**src/smbws_pkg.sv**
```systemverilog
// Package for the static memory strobe sequencer: timing constants,
// state names and the carrier for the wait-state settings.
// Assumes one system clock split into quadrature ticks by the clocking logic.
package smbws_pkg;

  // One system period is four quadrature ticks; the sequencer runs per tick
  localparam int unsigned TICKS_PER_PERIOD = 4;
  localparam int unsigned CLK_MHZ = 10;
  localparam int unsigned CLK_PERIOD_NS = 1000 / CLK_MHZ;

  // Width of each wait-state count
  localparam int unsigned WAIT_W = 4;
  // Tick counter width: 4 * max count plus fixed part
  localparam int unsigned TICK_W = WAIT_W + 3;

  // Fixed parts, in ticks (quarter periods)
  localparam logic [TICK_W-1:0] RD_SETUP_FIX = 7'h0;
  localparam logic [TICK_W-1:0] RD_STROBE_FIX = 7'h4;
  localparam logic [TICK_W-1:0] RD_HOLD_FIX = 7'h0;
  localparam logic [TICK_W-1:0] WR_SETUP_FIX_ZERO = 7'h2;
  localparam logic [TICK_W-1:0] WR_SETUP_FIX_WAIT = 7'h3;
  localparam logic [TICK_W-1:0] WR_STROBE_FIX_ZERO = 7'h1;
  localparam logic [TICK_W-1:0] WR_HOLD_FIX = 7'h1;
  localparam logic [TICK_W-1:0] DATA_HOLD_FIX = 7'h0;
  localparam logic [TICK_W-1:0] INTERNAL_TICKS = 7'h1;

  // Reset values of the bus pins
  localparam logic STROBE_IDLE_N = 1'b1;

  typedef enum logic [2:0] {
    SMBWS_IDLE,
    SMBWS_DEAD,
    SMBWS_SETUP,
    SMBWS_STROBE,
    SMBWS_HOLD,
    SMBWS_INTERNAL
  } smbws_state_t;

  typedef struct packed {
    logic [WAIT_W-1:0] read_setup_wait_count;
    logic [WAIT_W-1:0] read_strobe_wait_count;
    logic [WAIT_W-1:0] read_hold_wait_count;
    logic [WAIT_W-1:0] write_setup_wait_count;
    logic [WAIT_W-1:0] write_strobe_wait_count;
    logic [WAIT_W-1:0] write_hold_wait_count;
    logic [WAIT_W-1:0] cs_change_dead_cycles;
    logic [WAIT_W-1:0] no_cs_dead_cycles;
  } smbws_wait_cfg_t;

endpackage : smbws_pkg

```
**src/smbws_seq.sv**
```systemverilog
// Strobe sequencer of the external memory port: address, chip select,
// read and write strobes and write data, stretched by wait-state counts.
// Assumes clk is the quadrature tick clock (four ticks per system period)
// and that all inputs are synchronous to it.
//
// What this block does
// - every interval grows one period per applicable wait unit, plus fixed ticks.
// - read strobe asserts dead plus read-setup periods after address valid.
// - address valid to read strobe release is one plus dead, setup and strobe periods.
// - read strobe stays asserted one period plus read strobe count.
// - address held read-hold periods after read strobe release.
// - read data sampled in the last tick before read strobe release.
// - zero read setup and hold, same chip select: read strobe stays on.
// - read-to-read gap is hold plus setup plus dead cycles when applicable.
// - dead cycles follow a read only when the chip select changes.
// - region without chip select uses the no-chip-select dead count.
// - write sequencing differs for zero and nonzero write strobe count.
// - write strobe after address by dead, setup plus half or three quarter period.
// - write strobe lasts a quarter period, or write-strobe-count whole periods.
// - address kept quarter period plus hold; data kept write-hold periods.
// - write-to-write gap is hold plus setup plus three quarter or one period.
// - write-to-read gap is quarter period plus write hold plus read setup.
// - read-to-write gap is hold, setup, dead, plus half or three quarters.
// - internal cycles leave the address lines unchanged.
// - with prescaler clock at divide by one, quadrature comes from both edges.
`timescale 1ns/1ps
module smbws_seq
  import smbws_pkg::*;
#(
  parameter int unsigned ADDR_W = 16,
  parameter int unsigned DATA_W = 16,
  parameter int unsigned NUM_CS = 4
) (
  // Clock, reset, enable
  input wire logic clk,
  input wire logic rst_n,
  input wire logic ce,
  // Configuration
  input wire smbws_pkg::smbws_wait_cfg_t wait_cfg,
  input wire logic core_clock_source_select,
  input wire logic prescaler_div1,
  // Request
  input wire logic req_valid,
  input wire logic req_write,
  input wire logic req_internal,
  input wire logic req_no_cs,
  input wire logic [$clog2(NUM_CS)-1:0] req_cs_sel,
  input wire logic [ADDR_W-1:0] req_addr,
  input wire logic [DATA_W-1:0] req_wdata,
  output logic req_ack,
  // Read answer
  output logic [DATA_W-1:0] rd_data,
  output logic rd_data_valid,
  // Memory pins
  output logic [ADDR_W-1:0] mem_addr,
  output logic [NUM_CS-1:0] mem_cs_n,
  output logic mem_rd_n,
  output logic mem_wr_n,
  input wire logic [DATA_W-1:0] mem_data_in,
  output logic [DATA_W-1:0] mem_data_out,
  output logic mem_data_oe,
  // Status
  output logic quad_from_ext_edges,
  output logic busy
);
  import smbws_pkg::*;

  localparam int unsigned CS_W = $clog2(NUM_CS);

  if (NUM_CS < 2 || ADDR_W < 1 || DATA_W < 1) begin : g_bad_param
    $error("smbws_seq: NUM_CS must be at least 2, widths at least 1");
  end

  logic rst_sync1_reg;
  logic rst_sync2_reg;
  always_ff @(posedge clk or negedge rst_n) begin
    if (!rst_n) begin
      rst_sync1_reg <= 1'b0;
      rst_sync2_reg <= 1'b0;
    end else begin
      rst_sync1_reg <= 1'b1;
      rst_sync2_reg <= rst_sync1_reg;
    end
  end
  wire logic rst_int_n = rst_sync2_reg;

  smbws_state_t state_reg, state_next;
  logic [TICK_W-1:0] cnt_reg, cnt_next;
  logic cur_write_reg, cur_no_cs_reg, prev_read_reg;
  logic [CS_W-1:0] cur_cs_reg;
  logic [DATA_W-1:0] cur_wdata_reg;
  logic take;

  // Phase length in ticks: four per wait unit plus fixed quarters
  function automatic logic [TICK_W-1:0] wunits(input logic [WAIT_W-1:0] n);
    wunits = {1'b0, n, 2'b00};
  endfunction : wunits

  function automatic logic [TICK_W-1:0] setup_len(input logic wr, input smbws_wait_cfg_t c);
    if (!wr)
      setup_len = wunits(c.read_setup_wait_count) + RD_SETUP_FIX;
    else if (c.write_strobe_wait_count == '0)
      setup_len = wunits(c.write_setup_wait_count) + WR_SETUP_FIX_ZERO;
    else
      setup_len = wunits(c.write_setup_wait_count) + WR_SETUP_FIX_WAIT;
  endfunction : setup_len

  function automatic logic [TICK_W-1:0] strobe_len(input logic wr, input smbws_wait_cfg_t c);
    if (!wr)
      strobe_len = wunits(c.read_strobe_wait_count) + RD_STROBE_FIX;
    else if (c.write_strobe_wait_count == '0)
      strobe_len = WR_STROBE_FIX_ZERO;
    else
      strobe_len = wunits(c.write_strobe_wait_count);
  endfunction : strobe_len

  function automatic logic [TICK_W-1:0] hold_len(input logic wr, input smbws_wait_cfg_t c);
    if (!wr)
      hold_len = wunits(c.read_hold_wait_count) + RD_HOLD_FIX;
    else
      hold_len = wunits(c.write_hold_wait_count) + WR_HOLD_FIX;
  endfunction : hold_len

  // Dead ticks only after a read whose chip select differs from the next
  logic cs_changes;
  logic [TICK_W-1:0] dead_len;
  always_comb begin
    cs_changes = req_no_cs || cur_no_cs_reg || (req_cs_sel != cur_cs_reg);
    if (!prev_read_reg || !cs_changes)
      dead_len = '0;
    else if (req_no_cs)
      dead_len = wunits(wait_cfg.no_cs_dead_cycles);
    else
      dead_len = wunits(wait_cfg.cs_change_dead_cycles);
  end

  // Phase lengths for the request in flight
  logic [TICK_W-1:0] cur_setup, cur_strobe, cur_hold, new_setup;
  always_comb begin
    cur_setup = setup_len(cur_write_reg, wait_cfg);
    cur_strobe = strobe_len(cur_write_reg, wait_cfg);
    cur_hold = hold_len(cur_write_reg, wait_cfg);
    new_setup = setup_len(req_write, wait_cfg);
  end

  // Back-to-back gaps come out as hold, then dead, then the next setup
  logic done, finish;
  always_comb begin
    state_next = state_reg;
    cnt_next = cnt_reg - 7'h1;
    done = (cnt_reg == '0);
    finish = 1'b0;
    unique case (state_reg)
      SMBWS_IDLE: finish = 1'b1;
      SMBWS_INTERNAL: finish = done;
      SMBWS_DEAD: begin
        if (done) begin
          if (cur_setup != '0) begin
            state_next = SMBWS_SETUP;
            cnt_next = cur_setup - 7'h1;
          end else begin
            state_next = SMBWS_STROBE;
            cnt_next = cur_strobe - 7'h1;
          end
        end
      end
      SMBWS_SETUP: begin
        if (done) begin
          state_next = SMBWS_STROBE;
          cnt_next = cur_strobe - 7'h1;
        end
      end
      SMBWS_STROBE: begin
        if (done) begin
          if (cur_hold != '0) begin
            state_next = SMBWS_HOLD;
            cnt_next = cur_hold - 7'h1;
          end else begin
            finish = 1'b1;
          end
        end
      end
      SMBWS_HOLD: finish = done;
    endcase
    if (finish) begin
      state_next = SMBWS_IDLE;
      cnt_next = '0;
    end
    take = finish && req_valid && !req_ack;
    if (take) begin
      if (req_internal) begin
        state_next = SMBWS_INTERNAL;
        cnt_next = INTERNAL_TICKS - 7'h1;
      end else if (dead_len != '0) begin
        state_next = SMBWS_DEAD;
        cnt_next = dead_len - 7'h1;
      end else if (new_setup != '0) begin
        state_next = SMBWS_SETUP;
        cnt_next = new_setup - 7'h1;
      end else begin
        // Zero setup after zero hold on the same select keeps read strobe on
        state_next = SMBWS_STROBE;
        cnt_next = strobe_len(req_write, wait_cfg) - 7'h1;
      end
    end
  end

  always_ff @(posedge clk or negedge rst_int_n) begin
    if (!rst_int_n) begin
      state_reg <= SMBWS_IDLE;
      cnt_reg <= '0;
    end else if (ce) begin
      state_reg <= state_next;
      cnt_reg <= cnt_next;
    end
  end

  // Latched request; internal cycles keep the previous access context
  always_ff @(posedge clk or negedge rst_int_n) begin
    if (!rst_int_n) begin
      cur_write_reg <= 1'b0;
      cur_no_cs_reg <= 1'b1;
      cur_cs_reg <= '0;
      cur_wdata_reg <= '0;
      prev_read_reg <= 1'b0;
    end else if (ce && take && !req_internal) begin
      cur_write_reg <= req_write;
      cur_no_cs_reg <= req_no_cs;
      cur_cs_reg <= req_cs_sel;
      cur_wdata_reg <= req_wdata;
      prev_read_reg <= !req_write;
    end
  end

  // Acknowledge; the requester drops valid in the ack cycle
  always_ff @(posedge clk or negedge rst_int_n) begin
    if (!rst_int_n)
      req_ack <= 1'b0;
    else if (ce)
      req_ack <= take;
  end

  // Address changes only when a real access is taken
  always_ff @(posedge clk or negedge rst_int_n) begin
    if (!rst_int_n)
      mem_addr <= '0;
    else if (ce && take && !req_internal)
      mem_addr <= req_addr;
  end

  // Pins are registered from the next state so they align with the phase
  logic next_access;
  logic next_wr;
  logic [CS_W-1:0] next_cs;
  logic next_no_cs;
  always_comb begin
    next_access = (state_next == SMBWS_SETUP) || (state_next == SMBWS_STROBE)
                  || (state_next == SMBWS_HOLD);
    next_wr = (take && !req_internal) ? req_write : cur_write_reg;
    next_cs = (take && !req_internal) ? req_cs_sel : cur_cs_reg;
    next_no_cs = (take && !req_internal) ? req_no_cs : cur_no_cs_reg;
  end

  always_ff @(posedge clk or negedge rst_int_n) begin
    if (!rst_int_n) begin
      mem_rd_n <= STROBE_IDLE_N;
      mem_wr_n <= STROBE_IDLE_N;
    end else if (ce) begin
      mem_rd_n <= !(state_next == SMBWS_STROBE && !next_wr);
      mem_wr_n <= !(state_next == SMBWS_STROBE && next_wr);
    end
  end

  // One select line per region; asserted across setup, strobe and hold
  for (genvar i = 0; i < NUM_CS; i++) begin : g_cs
    always_ff @(posedge clk or negedge rst_int_n) begin
      if (!rst_int_n)
        mem_cs_n[i] <= STROBE_IDLE_N;
      else if (ce)
        mem_cs_n[i] <= !(next_access && !next_no_cs
                         && next_cs == CS_W'(i));
    end
  end

  // Write data ends one quarter before the address does
  always_ff @(posedge clk or negedge rst_int_n) begin
    if (!rst_int_n) begin
      mem_data_out <= '0;
      mem_data_oe <= 1'b0;
    end else if (ce) begin
      mem_data_out <= (take && !req_internal) ? req_wdata : cur_wdata_reg;
      mem_data_oe <= next_wr && next_access
                     && !(state_next == SMBWS_HOLD && cnt_next == DATA_HOLD_FIX);
    end
  end

  // Capture in the final strobe tick so the memory need not hold data
  always_ff @(posedge clk or negedge rst_int_n) begin
    if (!rst_int_n) begin
      rd_data <= '0;
      rd_data_valid <= 1'b0;
    end else if (ce) begin
      rd_data_valid <= 1'b0;
      if (state_reg == SMBWS_STROBE && done && !cur_write_reg) begin
        rd_data <= mem_data_in;
        rd_data_valid <= 1'b1;
      end
    end
  end

  // Quadrature source flag for the clock generator outside
  always_ff @(posedge clk or negedge rst_int_n) begin
    if (!rst_int_n) begin
      quad_from_ext_edges <= 1'b0;
      busy <= 1'b0;
    end else if (ce) begin
      quad_from_ext_edges <= core_clock_source_select && prescaler_div1;
      busy <= (state_next != SMBWS_IDLE);
    end
  end

endmodule : smbws_seq

```
**config.mk**
```make
export PLATFORM = sky130hd
export DESIGN_NAME = smbws_seq
export DESIGN_NICKNAME = d
export VERILOG_FILES = /design/src/smbws_pkg.sv /design/src/smbws_seq.sv
export SDC_FILE = /design/constraint.sdc
export NUM_CORES = 1
export LEC_CHECK = 0
export BUFFER_PORTS_ARGS = -buffer_cell sky130_fd_sc_hd__clkbuf_2
export CORE_MARGIN = 2
export CORE_UTILIZATION = 40
export CTS_CLUSTER_DIAMETER = 120
export DETAILED_ROUTE_END_ITERATION = 10
export SYNTH_ARGS = -nofsm -noshare
export SYNTH_HDL_FRONTEND = slang
export SYNTH_SLANG_ARGS = --single-unit
```
**constraint.sdc**
```tcl
create_clock -name clk -period 7.4 [get_ports clk]
set_clock_uncertainty 0.15 [all_clocks]
set_input_delay 0.74 -clock clk [delete_from_list [all_inputs] [get_ports clk]]
set_output_delay 0.74 -clock clk [all_outputs]
set_load 0.05 [all_outputs]
```
==> flow_summary_export.csv <==
group,metric,value,unit
detailed_routing,drt_iter0_markers,298,
critical_path,crit_path_cell_trace,"inv_1 > ha_1 > nor4b_2 > nand4_1 > a21oi_4 > nand2_2 > mux2_4",
die,core-area,0.01272,mm²
die,initial_core_util,41.41,%
timing,hold_violations,0,
synthesis,synth_nets,599,
power,ir_drop,0.0001538,V
synthesis,ys_seq_elements,92,
global_routing,grt_pass1_wl,22360,µm
cts,cts_max_level,3,
finish,layout-drive-gt1-share,38.82,%
power,power_leakage,3.070,nW
critical_path,crit_arrival,4230,ps
synthesis,synth.largest_area_cell,"dfrtp_1",
place,gp_congestion,0.9009,
finish,layout.nets,734,
place,place_ws,3225,ps
global_routing,grt_pass1_vias,4381,
timing,fin_crit_sh,56.22,%
critical_path,critical_path_cell_count,7,
place,postPlaceCellArea,0.006118,mm²
cts,clkTransAtPathRegs,70,ps
detailed_routing,first_pass_iters,5,
synthesis,synth_top_area_share,40.37,%
detailed_routing,met3WireLength,958,µm
detailed_routing,wl_met1,6361,µm
critical_path,cp-start-kind,"flop",
detailed_routing,wl_met2,6353,µm
die,die_area,0.01411,mm²
die,die_w,118.8,µm
timing,worstMarginPinSlew,1108,ps
critical_path,reg2reg_to,"mem_addr[14]$_DFFE_PN0P_",
place,hpwlAfterDp,10190,µm
synthesis,ys_warn_count,0,
synthesis,yosys.cell_types.count,71,
finish,antenna_cells,0,
detailed_routing,drc,0,
timing,fmax,240.4,MHz
power,totalPowerFinal,1.456,mW
detailed_routing,wl_per_cell,16.95,µm
job,maxCapViolCount,0,
synthesis,async_flop_share,100.0,%
cts,cts_tree,"done",
cts,cts_max_path_buffers,2,
cts,clk_latency,340,ps
power,cellPowerDensity,225.8,mW/mm²
synthesis,synth_area_leaders,"dfrtp_1 40%, mux2_2 8.3%, mux2_4 5.1%",
timing,setup_slack,3239,ps
detailed_routing,avgViaCountPerCell,5.436,
timing,fin_crit,4161,ps
critical_path,cp_num_buf_inv,1,
min_path,hold_class,"primary input to async pin",
timing,setup_tns,0,ps
critical_path,cp_slowest_cell,"a21oi_4",
cts,cts.sinks,92,
timing,rsz0062_at_grt,"false",
critical_path,cp_max_fo,38,
synthesis,syn_inst,504,
timing,whs,25.69,ps
detailed_routing,top_layer,"met4",
synthesis,syn_area_per_cell,10.45,µm²
cts,cts_setup_buffers,0,
place,dp_cells,800,
detailed_routing,via_count,4436,
timing,maxSlewViolCount,0,
finish,area_growth,22.39,%
critical_path,cp_top_family,"simple AND/OR/NAND/NOR gates",
critical_path,cpPeakStageDelay,940,ps
critical_path,reg2reg_slack,3240,ps
cts,cts_resized,0,
global_routing,antenna_found_initial,0,
run_status,status,"complete, no violations",
die,rows,41,
global_routing,grt_max_degree,69,
detailed_routing,wirelength,13840,µm
cts,ctsRootBufferMaster,"clkbuf_16",
die,ios,150,
place,portBuffers,149,
synthesis,ys.flop_type,"dfrtp_1",
global_routing,overflow,0,
synthesis,syn_area,0.005269,mm²
critical_path,path_class,"flop to flop",
critical_path,required,7470,ps
critical_path,reg2reg_from,"cnt_reg[0]$_DFFE_PN0P_",
cts,numCtsBuffers,9,
finish,finalNonFillerCells,816,
timing,setup_viol,0,
critical_path,end_kind,"flop",
detailed_routing,ant_nets,0,
global_routing,grt.total_usage,19.51,%
die,die_y,118.8,µm
finish,fin_area,0.006449,mm²
cts,ctsHoldBuffers,0,
synthesis,ys_seq_area_share,43.86,%
synthesis,synth_edf_count,0,
critical_path,r2r_cells,7,
finish,fin_util,50.69,%
timing,maxSlewHeadroom,25.97,%
==> per-layer routing <==
layer	GRT usage, %	vias to the layer above
li1	-	2125
met1	26.13	2127
met4	4.762	0
met2	31.43	170
met3	5.212	14
met5	0	-
==> how the worst max path moves through the flow <==
stage / from / end / slack, ps
after floorplan: req_cs_sel[1] / mem_data_oe$_DFFE_PN0P_ / 4440
after global placement: wait_cfg[21] / prev_read_reg$_DFFE_PN0P_ / 3300
after detailed placement: wait_cfg[21] / mem_addr[14]$_DFFE_PN0P_ / 3220
after CTS: cnt_reg[0]$_DFFE_PN0P_ / mem_addr[14]$_DFFE_PN0P_ / 3260
after global routing: cnt_reg[0]$_DFFE_PN0P_ / mem_addr[14]$_DFFE_PN0P_ / 3020
final: cnt_reg[0]$_DFFE_PN0P_ / mem_addr[14]$_DFFE_PN0P_ / 3240
==> Yosys cell counts, drive strengths merged (4+ instances only) <==
| cell | number |
|---|---|
| o32ai | 4 |
| o21ai | 17 |
| nand2b | 7 |
| nor3 | 14 |
| a211oi | 5 |
| xor2 | 8 |
| or3 | 4 |
| inv | 12 |
| o22ai | 4 |
| o211ai | 4 |
| ha | 4 |
| o21a | 4 |
| nor2b | 8 |
| nor4 | 5 |
| mux2i | 24 |
| nand2 | 23 |
| a21oi | 43 |
| dfrtp | 85 |
| xnor2 | 6 |
| a31oi | 12 |
| buf | 12 |
| nor2 | 49 |
| dfstp | 7 |
| mux2 | 57 |
| clkbuf | 17 |
| nand3 | 11 |
==> logic make-up after synthesis <==
family | synth area share (%)
buffers and inverters | 3.657
AO/OA/AOI/OAI | 16.65
multiplexers | 18.02
other | 0.07117
flip-flops | 43.86
XOR/XNOR | 2.327
AND/OR/NAND/NOR | 14.46
adder cells (fa/ha/maj) | 0.9499
==> cells in the final DEF (no fill, tap or decap), drive strengths merged, types with 4 or more instances in the layout <==
cell type  netlist  routed
a211oi           5       5
a21oi           43      43
a31oi           12      12
buf             12       4
clkbuf          17     159
dfrtp           85      85
dfstp            7       7
ha               4       4
inv             12      15
mux2            57      57
mux2i           24      24
nand2           23      23
nand2b           7       7
nand3           11      11
nor2            49      49
nor2b            8       8
nor3            14      14
nor4             5       5
o211ai           4       4
o21a             4       4
o21ai           17      17
o22ai            4       4
o32ai            4       4
or3              4       4
xnor2            6       6
xor2             8       8
==> report_power, final <==
part	leakage (nW)	internal, mW	switching, mW
clock	0.164	0.309	0.202
sequential	1.18	0.545	0.0617
combinational	1.73	0.132	0.206
total	3.07	0.986	0.470
==> cell type report <==
| type | count | area [µm²] |
|---|---|---|
| Timing Repair Buffer | 153 | 775.7 |
| Clock inverter | 6 | 91.34 |
| Clock buffer | 10 | 239.0 |
| Tap cell | 172 | 215.2 |
| Fill cell | 1208 | 6274 |
| Multi-Input combinational cell | 371 | 2768 |
| Inverter | 12 | 45.04 |
| Sequential cell | 92 | 2315 |
Note: power is estimated with default switching activity, not from simulation.
